## config.mk

```make
export PLATFORM = sky130hd
export DESIGN_NAME = alarm_enable_masks
export DESIGN_NICKNAME = d
export VERILOG_FILES = /design/src/logic/alarm_mask_pkg.sv /design/src/logic/alarm_enable_masks.sv
export SDC_FILE = /design/constraint.sdc
export NUM_CORES = 1
export LEC_CHECK = 0
export CAP_MARGIN = 40
export CORE_MARGIN = 3
export CORE_UTILIZATION = 55
export CTS_BUF_LIST = sky130_fd_sc_hd__clkbuf_8
export DETAILED_ROUTE_END_ITERATION = 16
export DONT_BUFFER_PORTS = 1
export PLACE_DENSITY_LB_ADDON = 0.3
export REMOVE_ABC_BUFFERS = 1
export SYNTH_ARGS = -nofsm -noshare
export SYNTH_HDL_FRONTEND = slang
export SYNTH_SLANG_ARGS = --single-unit
```

## constraint.sdc

```tcl
create_clock -name CLK_SYS -period 3.33 [get_ports CLK_SYS]
set_input_delay 0.666 -clock CLK_SYS [delete_from_list [all_inputs] [get_ports CLK_SYS]]
set_output_delay 0.666 -clock CLK_SYS [all_outputs]
set_load 0.005 [all_outputs]
```

## src/logic/alarm_mask_pkg.sv

```systemverilog
// Purpose: shared constants and carriers for the alarm enable mask block
// Assumes: 32-bit AXI4-Lite register bus, one word per register
// Notes: offsets are word indices; the byte address is four times the index
package alarm_mask_pkg;
  localparam logic [7:0] OFS_MONITOR_IRQ_ENABLE = 8'hf8;
  localparam logic [7:0] OFS_RESERVED_A = 8'hf9;
  localparam logic [7:0] OFS_QUICKTRIP_ENABLE = 8'hfa;
  localparam logic [7:0] OFS_RESERVED_B = 8'hfb;
  localparam logic [7:0] OFS_CONTROL = 8'h00;
  localparam logic [7:0] OFS_IRQ_STATUS = 8'h01;
  localparam logic [7:0] OFS_IRQ_MASK = 8'h02;
  localparam logic [7:0] OFS_STATE = 8'h03;
  localparam logic [7:0] RESET_ENABLE = 8'h00;
  localparam logic [7:0] QT_VALID_BITS = 8'h0b;
  localparam logic [7:0] SHARED_BITS = 8'hf0;
  localparam int CTRL_TX_SEL_BIT = 0;
  localparam int CTRL_BANK_BIT = 1;
  localparam int CTRL_LOW_PW_BIT = 2;
  localparam int CTRL_HIGH_PW_BIT = 3;
  localparam int CTRL_READ_GRANT_BIT = 4;
  localparam int CTRL_RW_GRANT_BIT = 5;
  localparam int CTRL_TABLE_BIT = 6;
  localparam logic [1:0] RESP_OKAY = 2'b00;
  localparam logic [1:0] RESP_SLVERR = 2'b10;
  localparam logic [1:0] RESP_DECERR = 2'b11;

  typedef struct packed {
    logic temperature_high_alarm;
    logic temperature_low_alarm;
    logic supply_high_alarm;
    logic supply_low_alarm;
    logic bias_high_alarm;
    logic bias_low_alarm;
    logic power_high_alarm;
    logic power_low_alarm;
  } monitor_flags_t;

  typedef struct packed {
    logic [3:0] unused_hi;
    logic high_bias_alarm;
    logic unused_mid;
    logic tx_power_high_alarm;
    logic tx_power_low_alarm;
  } quicktrip_flags_t;
endpackage : alarm_mask_pkg

```

## src/logic/alarm_enable_masks.sv

```systemverilog
// Purpose: alarm enable masks gating monitor alarms and quick-trip alarms
// Assumes: alarm flags arrive from logic on CLK_SYS; AXI4-Lite slave
// Notes: password state and table window come from a control register
//
// The AXI4-Lite register port was left to the implementer.
module alarm_enable_masks
  import alarm_mask_pkg::*;
(
  input wire logic CLK_SYS,
  input wire logic RST,
  input wire logic [9:0] AWADDR,
  input wire logic AWVALID,
  output logic AWREADY,
  input wire logic [31:0] WDATA,
  input wire logic [3:0] WSTRB,
  input wire logic WVALID,
  output logic WREADY,
  output logic [1:0] BRESP,
  output logic BVALID,
  input wire logic BREADY,
  input wire logic [9:0] ARADDR,
  input wire logic ARVALID,
  output logic ARREADY,
  output logic [31:0] RDATA,
  output logic [1:0] RRESP,
  output logic RVALID,
  input wire logic RREADY,
  input wire monitor_flags_t MONITOR_ALARMS_ONE,
  input wire monitor_flags_t MONITOR_ALARMS_TWO,
  input wire quicktrip_flags_t QUICKTRIP_ALARMS_ONE,
  input wire quicktrip_flags_t QUICKTRIP_ALARMS_TWO,
  output logic TX_FAULT_INTERRUPT_ONE,
  output logic TX_FAULT_INTERRUPT_TWO,
  output logic SHUTDOWN_GATE_ONE,
  output logic SHUTDOWN_GATE_TWO,
  output logic IRQ
);
  logic [7:0] control;
  logic [3:0] shared_en;
  logic [3:0] split_en [2];
  logic [7:0] qt_en [2];
  logic [7:0] awaddr_q;
  logic [31:0] wdata_q;
  logic [3:0] wstrb_q;
  logic aw_held, w_held;
  logic [3:0] irq_status;
  logic [3:0] irq_mask;
  logic [3:0] events;
  logic wr_go, rd_go;
  logic tx;
  logic can_read, can_write;
  logic in_window;
  logic [7:0] mon_en_one, mon_en_two;
  logic [7:0] ar_idx;
  logic [7:0] next_rdata;
  logic [1:0] next_rresp;
  logic [1:0] next_bresp;
  logic [3:0] outs;
  logic [3:0] prev_out;

  // decode: the two enable registers, and every index the block answers
  function automatic logic is_mask(input logic [7:0] idx);
    is_mask = idx == OFS_MONITOR_IRQ_ENABLE || idx == OFS_QUICKTRIP_ENABLE;
  endfunction : is_mask

  function automatic logic is_mapped(input logic [7:0] idx);
    is_mapped = is_mask(idx) || idx == OFS_RESERVED_A || idx == OFS_RESERVED_B
      || idx <= OFS_STATE;
  endfunction : is_mapped

  // combine shared and per-transmitter halves into the visible register
  function automatic logic [7:0] mon_view(input logic [3:0] sh, input logic [3:0] sp);
    mon_view = {sh, sp};
  endfunction : mon_view

  assign tx = control[CTRL_TX_SEL_BIT];
  assign ar_idx = ARADDR[9:2];
  // masks answer only while the selected table is the bank they live in
  assign in_window = control[CTRL_BANK_BIT] == control[CTRL_TABLE_BIT];
  // password checks for both enable registers
  assign can_read = control[CTRL_HIGH_PW_BIT] | (control[CTRL_LOW_PW_BIT]
    & (control[CTRL_READ_GRANT_BIT] | control[CTRL_RW_GRANT_BIT]));
  assign can_write = control[CTRL_HIGH_PW_BIT]
    | (control[CTRL_LOW_PW_BIT] & control[CTRL_RW_GRANT_BIT]);
  assign mon_en_one = mon_view(shared_en, split_en[0]);
  assign mon_en_two = mon_view(shared_en, split_en[1]);

  // handshake: accept each channel once, answer after both held
  assign AWREADY = !aw_held && !BVALID;
  assign WREADY = !w_held && !BVALID;
  assign ARREADY = !RVALID;
  assign wr_go = aw_held && w_held && !BVALID;
  assign rd_go = ARVALID && ARREADY;

  // capture write address and write data in either order
  always_ff @(posedge CLK_SYS or posedge RST)
  begin
    if (RST)
    begin
      aw_held <= 1'b0;
      w_held <= 1'b0;
      awaddr_q <= 8'h00;
      wdata_q <= 32'h0000_0000;
      wstrb_q <= 4'h0;
    end
    else
    begin
      if (AWVALID && AWREADY)
      begin
        aw_held <= 1'b1;
        awaddr_q <= AWADDR[9:2];
      end
      else if (wr_go)
      begin
        aw_held <= 1'b0;
      end
      if (WVALID && WREADY)
      begin
        w_held <= 1'b1;
        wdata_q <= WDATA;
        wstrb_q <= WSTRB;
      end
      else if (wr_go)
      begin
        w_held <= 1'b0;
      end
    end
  end

  // write response code
  always_comb
  begin
    next_bresp = RESP_DECERR;
    if (is_mask(awaddr_q))
    begin
      next_bresp = (can_write && in_window) ? RESP_OKAY : RESP_SLVERR;
    end
    else if (is_mapped(awaddr_q))
    begin
      next_bresp = RESP_OKAY;
    end
  end

  // write response channel
  always_ff @(posedge CLK_SYS or posedge RST)
  begin
    if (RST)
    begin
      BVALID <= 1'b0;
      BRESP <= RESP_OKAY;
    end
    else if (wr_go)
    begin
      BVALID <= 1'b1;
      BRESP <= next_bresp;
    end
    else if (BREADY)
    begin
      BVALID <= 1'b0;
    end
  end

  // mask storage: shared upper nibble, split lower nibble, per-tx quick-trip
  always_ff @(posedge CLK_SYS or posedge RST)
  begin
    if (RST)
    begin
      shared_en <= RESET_ENABLE[7:4];
      split_en[0] <= RESET_ENABLE[3:0];
      split_en[1] <= RESET_ENABLE[3:0];
      qt_en[0] <= RESET_ENABLE;
      qt_en[1] <= RESET_ENABLE;
      control <= 8'h00;
      irq_mask <= 4'h0;
    end
    else if (wr_go && wstrb_q[0])
    begin
      if (awaddr_q == OFS_MONITOR_IRQ_ENABLE && can_write && in_window)
      begin
        shared_en <= wdata_q[7:4];
        split_en[tx] <= wdata_q[3:0];
      end
      else if (awaddr_q == OFS_QUICKTRIP_ENABLE && can_write && in_window)
      begin
        qt_en[tx] <= wdata_q[7:0] & QT_VALID_BITS;
      end
      else if (awaddr_q == OFS_CONTROL)
      begin
        control <= {1'b0, wdata_q[6:0]};
      end
      else if (awaddr_q == OFS_IRQ_MASK)
      begin
        irq_mask <= wdata_q[3:0];
      end
    end
  end

  // gated outputs: each enable bit passes its matching alarm
  always_ff @(posedge CLK_SYS or posedge RST)
  begin
    if (RST)
    begin
      TX_FAULT_INTERRUPT_ONE <= 1'b0;
      TX_FAULT_INTERRUPT_TWO <= 1'b0;
      SHUTDOWN_GATE_ONE <= 1'b0;
      SHUTDOWN_GATE_TWO <= 1'b0;
    end
    else
    begin
      TX_FAULT_INTERRUPT_ONE <= |(MONITOR_ALARMS_ONE & mon_en_one);
      TX_FAULT_INTERRUPT_TWO <= |(MONITOR_ALARMS_TWO & mon_en_two);
      SHUTDOWN_GATE_ONE <= |(QUICKTRIP_ALARMS_ONE & qt_en[0] & QT_VALID_BITS);
      SHUTDOWN_GATE_TWO <= |(QUICKTRIP_ALARMS_TWO & qt_en[1] & QT_VALID_BITS);
    end
  end

  // rising edges of the four gated outputs are interrupt events
  assign outs = {SHUTDOWN_GATE_TWO, SHUTDOWN_GATE_ONE, TX_FAULT_INTERRUPT_TWO,
    TX_FAULT_INTERRUPT_ONE};
  always_ff @(posedge CLK_SYS or posedge RST)
  begin
    if (RST)
    begin
      prev_out <= 4'h0;
    end
    else
    begin
      prev_out <= outs;
    end
  end
  assign events = outs & ~prev_out;

  // sticky status, cleared by reading it; a new event wins over the clear
  always_ff @(posedge CLK_SYS or posedge RST)
  begin
    if (RST)
    begin
      irq_status <= 4'h0;
    end
    else
    begin
      irq_status <= ((rd_go && ar_idx == OFS_IRQ_STATUS) ? 4'h0 : irq_status) | events;
    end
  end
  assign IRQ = |(irq_status & irq_mask);

  // read data mux; reserved indices fall through and read zero
  always_comb
  begin
    next_rdata = 8'h00;
    next_rresp = RESP_OKAY;
    if (!is_mapped(ar_idx))
    begin
      next_rresp = RESP_DECERR;
    end
    else if (is_mask(ar_idx) && !(can_read && in_window))
    begin
      next_rresp = RESP_SLVERR;
    end
    else if (ar_idx == OFS_MONITOR_IRQ_ENABLE)
    begin
      next_rdata = tx ? mon_en_two : mon_en_one;
    end
    else if (ar_idx == OFS_QUICKTRIP_ENABLE)
    begin
      next_rdata = qt_en[tx];
    end
    else if (ar_idx == OFS_CONTROL)
    begin
      next_rdata = control;
    end
    else if (ar_idx == OFS_IRQ_STATUS)
    begin
      next_rdata = {4'h0, irq_status};
    end
    else if (ar_idx == OFS_IRQ_MASK)
    begin
      next_rdata = {4'h0, irq_mask};
    end
    else if (ar_idx == OFS_STATE)
    begin
      next_rdata = {4'h0, outs};
    end
  end

  // read data channel
  always_ff @(posedge CLK_SYS or posedge RST)
  begin
    if (RST)
    begin
      RVALID <= 1'b0;
      RDATA <= 32'h0000_0000;
      RRESP <= RESP_OKAY;
    end
    else if (rd_go)
    begin
      RVALID <= 1'b1;
      RDATA <= {24'h00_0000, next_rdata};
      RRESP <= next_rresp;
    end
    else if (RREADY)
    begin
      RVALID <= 1'b0;
    end
  end

  property p_fault_one;
    @(posedge CLK_SYS) disable iff (RST)
    TX_FAULT_INTERRUPT_ONE == $past(|(MONITOR_ALARMS_ONE & mon_en_one));
  endproperty
  a_fault_one: assert property (p_fault_one) else $error("fault one mismatch");
  property p_temp_high_gate;
    @(posedge CLK_SYS) disable iff (RST)
    (MONITOR_ALARMS_ONE.temperature_high_alarm && shared_en[3]) |=> TX_FAULT_INTERRUPT_ONE;
  endproperty
  a_temp_high_gate: assert property (p_temp_high_gate) else $error("temp high lost");
  property p_shared_equal;
    @(posedge CLK_SYS) disable iff (RST)
    mon_en_one[7:4] == mon_en_two[7:4];
  endproperty
  a_shared_equal: assert property (p_shared_equal) else $error("shared bits differ");
  property p_gate_two;
    @(posedge CLK_SYS) disable iff (RST)
    SHUTDOWN_GATE_TWO == $past(|(QUICKTRIP_ALARMS_TWO & qt_en[1] & QT_VALID_BITS));
  endproperty
  a_gate_two: assert property (p_gate_two) else $error("gate two mismatch");
  property p_qt_reserved;
    @(posedge CLK_SYS) disable iff (RST)
    (qt_en[0] & ~QT_VALID_BITS) == 8'h00 && (qt_en[1] & ~QT_VALID_BITS) == 8'h00;
  endproperty
  a_qt_reserved: assert property (p_qt_reserved) else $error("reserved bit stored");
  property p_no_write_locked;
    @(posedge CLK_SYS) disable iff (RST)
    (wr_go && !can_write) |=> ($stable(shared_en) && $stable(qt_en[0]) && $stable(qt_en[1]));
  endproperty
  a_no_write_locked: assert property (p_no_write_locked) else $error("locked write");
  property p_rsvd_read;
    @(posedge CLK_SYS) disable iff (RST)
    (rd_go && ar_idx == OFS_RESERVED_A) |=> (RVALID && RDATA == 32'h0000_0000);
  endproperty
  a_rsvd_read: assert property (p_rsvd_read) else $error("reserved read nonzero");
  property p_irq_sticky;
    @(posedge CLK_SYS) disable iff (RST)
    !(rd_go && ar_idx == OFS_IRQ_STATUS) |=> &(irq_status | ~$past(irq_status));
  endproperty
  a_irq_sticky: assert property (p_irq_sticky) else $error("status bit lost");
endmodule : alarm_enable_masks

```

==> summary.json <==
{
  "pin_count_of_the_biggest_net_entering_global_routing": 34,
  "critPathLaunchType": "register",
  "worst_r2r_path_depth": 5,
  "synth.yosys.seq_area_share_pct": 52.4,
  "report.final.slew_viol_count": 0,
  "measured_slew_at_the_worst_slew_check_pin_ps": 667,
  "met3_wirelength_um": 545,
  "drcViolationCount": 0,
  "cts_inserted_buffers": 9,
  "worst_setup_hold_path_clk_slew_ps": 80,
  "filler_cell_count": 502,
  "totalPowerFinal_mw": 2.29,
  "cp_data_required_time_ps": 3560,
  "synth-xor-area-share_pct": 0.248,
  "leakage_nw": 1.72,
  "post-route-min-period_ps": 2140,
  "route.layer.met1.wl_mm": 2.99,
  "topRoutingLayerUsed": "met4",
  "slew_headroom_pct": 55.5,
  "powerDensity_mw_per_mm2": 616,
  "final_cell_count_no_fill": 377,
  "insertedDiodeCount": 0,
  "grt_first_pass_wirelength_mm": 11.3,
  "design.die.area_mm2": 0.00743,
  "route.antenna.remaining_nets": 0,
  "synth_enable_flop_cells": 0,
  "area_growth_pct": 5.06,
  "cts_htree_levels": 3,
  "critical_path.cell_chain": "xnor2_1, nor2b_1, nand4b_4, nor2_1, mux2_2",
  "cts_hold_buffers": 0,
  "dominant_combinational_cell_family_by_area_after_synthesis": "multiplexers",
  "initial_core_util_pct": 58.3,
  "clock-skew-final_ps": 8.29,
  "r2r-end": "mon_en_one[0]",
  "synth.avg_cell_area_um2": 12.1,
  "drt_iter0_markers": 124,
  "synth-seq-cells": 74,
  "placedInstanceArea_mm2": 0.00352,
  "design_area_mm2": 0.00371,
  "hpwl_mm": 5.26,
  "grt_usage_pct": 19.6,
  "first_pass_detailed_route_iteration_total": 4,
  "worst_ir_drop_vdd_mv": 0.504,
  "dp.cells": 362,
  "timing.setup.critical_path_class": "register to register",
  "dp_worst_setup_slack_ps": 1130,
  "most_repeated_cell_in_the_gate_level_netlist_after_synthesis": "sky130_fd_sc_hd__dfrtp_1",
  "fin_crit_sh_pct": 64.2,
  "hp-class": "input pin to async pin",
  "setup_repair_after_global_routing_missed_its_margin": "no",
  "crit_path_top_delay_cell": "sky130_fd_sc_hd__dfrtp_1",
  "critPathMaxFanout": 6,
  "wire_per_inst_um": 18.5,
  "reg2reg_slack_ps": 1190,
  "cts_root_buf": "sky130_fd_sc_hd__clkbuf_8",
  "post-cts-setup-buffer-count": 0,
  "routed_wirelength_mm": 6.99,
  "report.final.setup_viol": 0,
  "worst-endpoint-arrival_ps": 2370,
  "insertion_delay_ps": 340,
  "slowest_delay_ps": 440,
  "clkSinkCount": 74,
  "final_hold_viol_count": 0,
  "synthArstFlopShare_pct": 100,
  "routed-wl-met2_mm": 3.31,
  "routed-via-count": 2219,
  "gpl.final_weighted_congestion": 0.834,
  "ctsResizeCount": 0,
  "vias_per_cell": 5.89,
  "io_pins": 141,
  "synth_top_cell_area_share_pct": 52.4,
  "holdWs_ps": 302,
  "synthTopCellsByArea": "sky130_fd_sc_hd__dfrtp_1 (52%), sky130_fd_sc_hd__mux2_2 (14%), sky130_fd_sc_hd__buf_4 (5.1%)",
  "grt_pass1_vias": 2210,
  "layout_setup_ws_ps": 1190,
  "max_freq_mhz": 468,
  "placement.io_buffers": 0,
  "post_synth_inst_count": 293,
  "yosys_most_used_dff": "sky130_fd_sc_hd__dfrtp_1",
  "synth.top_cells.by_count": "sky130_fd_sc_hd__dfrtp_1 (74), sky130_fd_sc_hd__mux2_2 (45), sky130_fd_sc_hd__buf_4 (24)",
  "cts.path.max_buffers": 2,
  "synthDominantAreaCellType": "sky130_fd_sc_hd__dfrtp_1",
  "combined_area_of_all_synthesized_cells_mm2": 0.00354,
  "yosysWarnings": 0,
  "die_width_um": 86.2,
  "worstReg2RegStart": "control[6]",
  "antenna_found_initial": 0,
  "yosys-mux-area-fraction_pct": 19.0,
  "drive_gt1_share_pct": 24.5,
  "post_synthesis_share_of_cell_area_spent_on_full_adders_half_adders_and_majority_gates_pct": 0,
  "synth.distinct_cells": 47,
  "synthSimpleGateAreaFrac_pct": 11.1,
  "tritoncts": "built",
  "maxCapViolations": 0,
  "fin_tns_setup_ps": 0,
  "floorplan.rows": 28,
  "core-area_mm2": 0.00606,
  "floorplan.die.height_um": 86.2,
  "cp-end-kind": "register",
  "synth-compound-area-share_pct": 9.91,
  "finalNetCount": 393,
  "global_route.overflow_total": 0,
  "outcome": "finished clean",
  "final_core_utilization_pct": 61.3
}
==> worst max-delay path: cells and delay by family (launching register included) <==
kind	cells	cell delay, ps
flip-flops	1	440
AND/OR/NAND/NOR	3	980
multiplexers	1	380
XOR/XNOR	1	230
==> layout by cell type (no fill, tap or decap), drive strengths merged, types with 2 or more instances in the layout <==
cell type,instances
a21oi,5
a222oi,2
a22o,3
a22oi,15
a32oi,2
and2,3
buf,2
clkbuf,9
clkinvlp,4
conb,24
dfrtp,74
inv,13
mux2,49
mux2i,6
mux4,2
nand2,21
nand3,3
nand3b,2
nand4,5
nand4b,2
nor2,10
nor2b,3
nor3,3
nor3b,2
nor4,3
o2111ai,2
o21a,2
o21ai,16
==> state kept, by name, indices dropped and copies added (netlist names), 2 cells and up <==
| name | count |
|---|---|
| RDATA | 8 |
| awaddr_q | 8 |
| wdata_q | 8 |
| control | 7 |
| qt_en | 6 |
| irq_mask | 4 |
| irq_status | 4 |
| mon_en_one | 4 |
| mon_en_two | 4 |
| prev_out | 4 |
| shared_en | 4 |
| BRESP | 2 |
| RRESP | 2 |
==> how the worst max path moves through the flow <==
| stage | end | startpoint | slack [ps] | cells after the start |
|---|---|---|---|---|
| 6_report | mon_en_one[0] | control[6] | 1190 | 5 |
| 5_1_grt | mon_en_one[2] | control[6] | 1090 | 5 |
| 4_1_cts | mon_en_one[3] | control[6] | 1190 | 5 |
| 3_5_place_dp | irq_status[0] | ARADDR[4] | 1130 | 4 |
| 3_3_place_gp | irq_status[2] | ARADDR[4] | 1180 | 4 |
| 2_1_floorplan | BRESP[0] | RST | 780 | 1 |
==> kinds of logic after synthesis <==
family / after synthesis
compound gates: 52
xor+xnor: 1
buf+inv: 44
flops: 74
mux: 57
other cells: 1
simple gates: 64
==> power breakdown <==
group | total (mW) | switching [mW] | leakage, nW | internal, mW
sequential | 1.25 | 0.188 | 0.970 | 1.07
clock | 0.671 | 0.328 | 0.0835 | 0.342
combinational | 0.362 | 0.154 | 0.661 | 0.208
==> area by class of cell <==
class                      instances  area (um2)  area share (%)
clock buffer                       9         124            3.33
clock inverter                     6        68.8            1.85
inverter                          13        48.8            1.31
multi-input combinational        198        1510            40.7
sequential                        74        1850            49.8
tap                               75        93.8            2.53
timing repair buffer               2        15.0           0.404
==> metal layers <==
metal,vias up,track usage [%]
li1,1030,-
met3,13,8.27
met4,0,4.67
met5,-,0
met1,1092,26.0
met2,84,30.3
No activity file was read; power rests on OpenSTA's default activity.
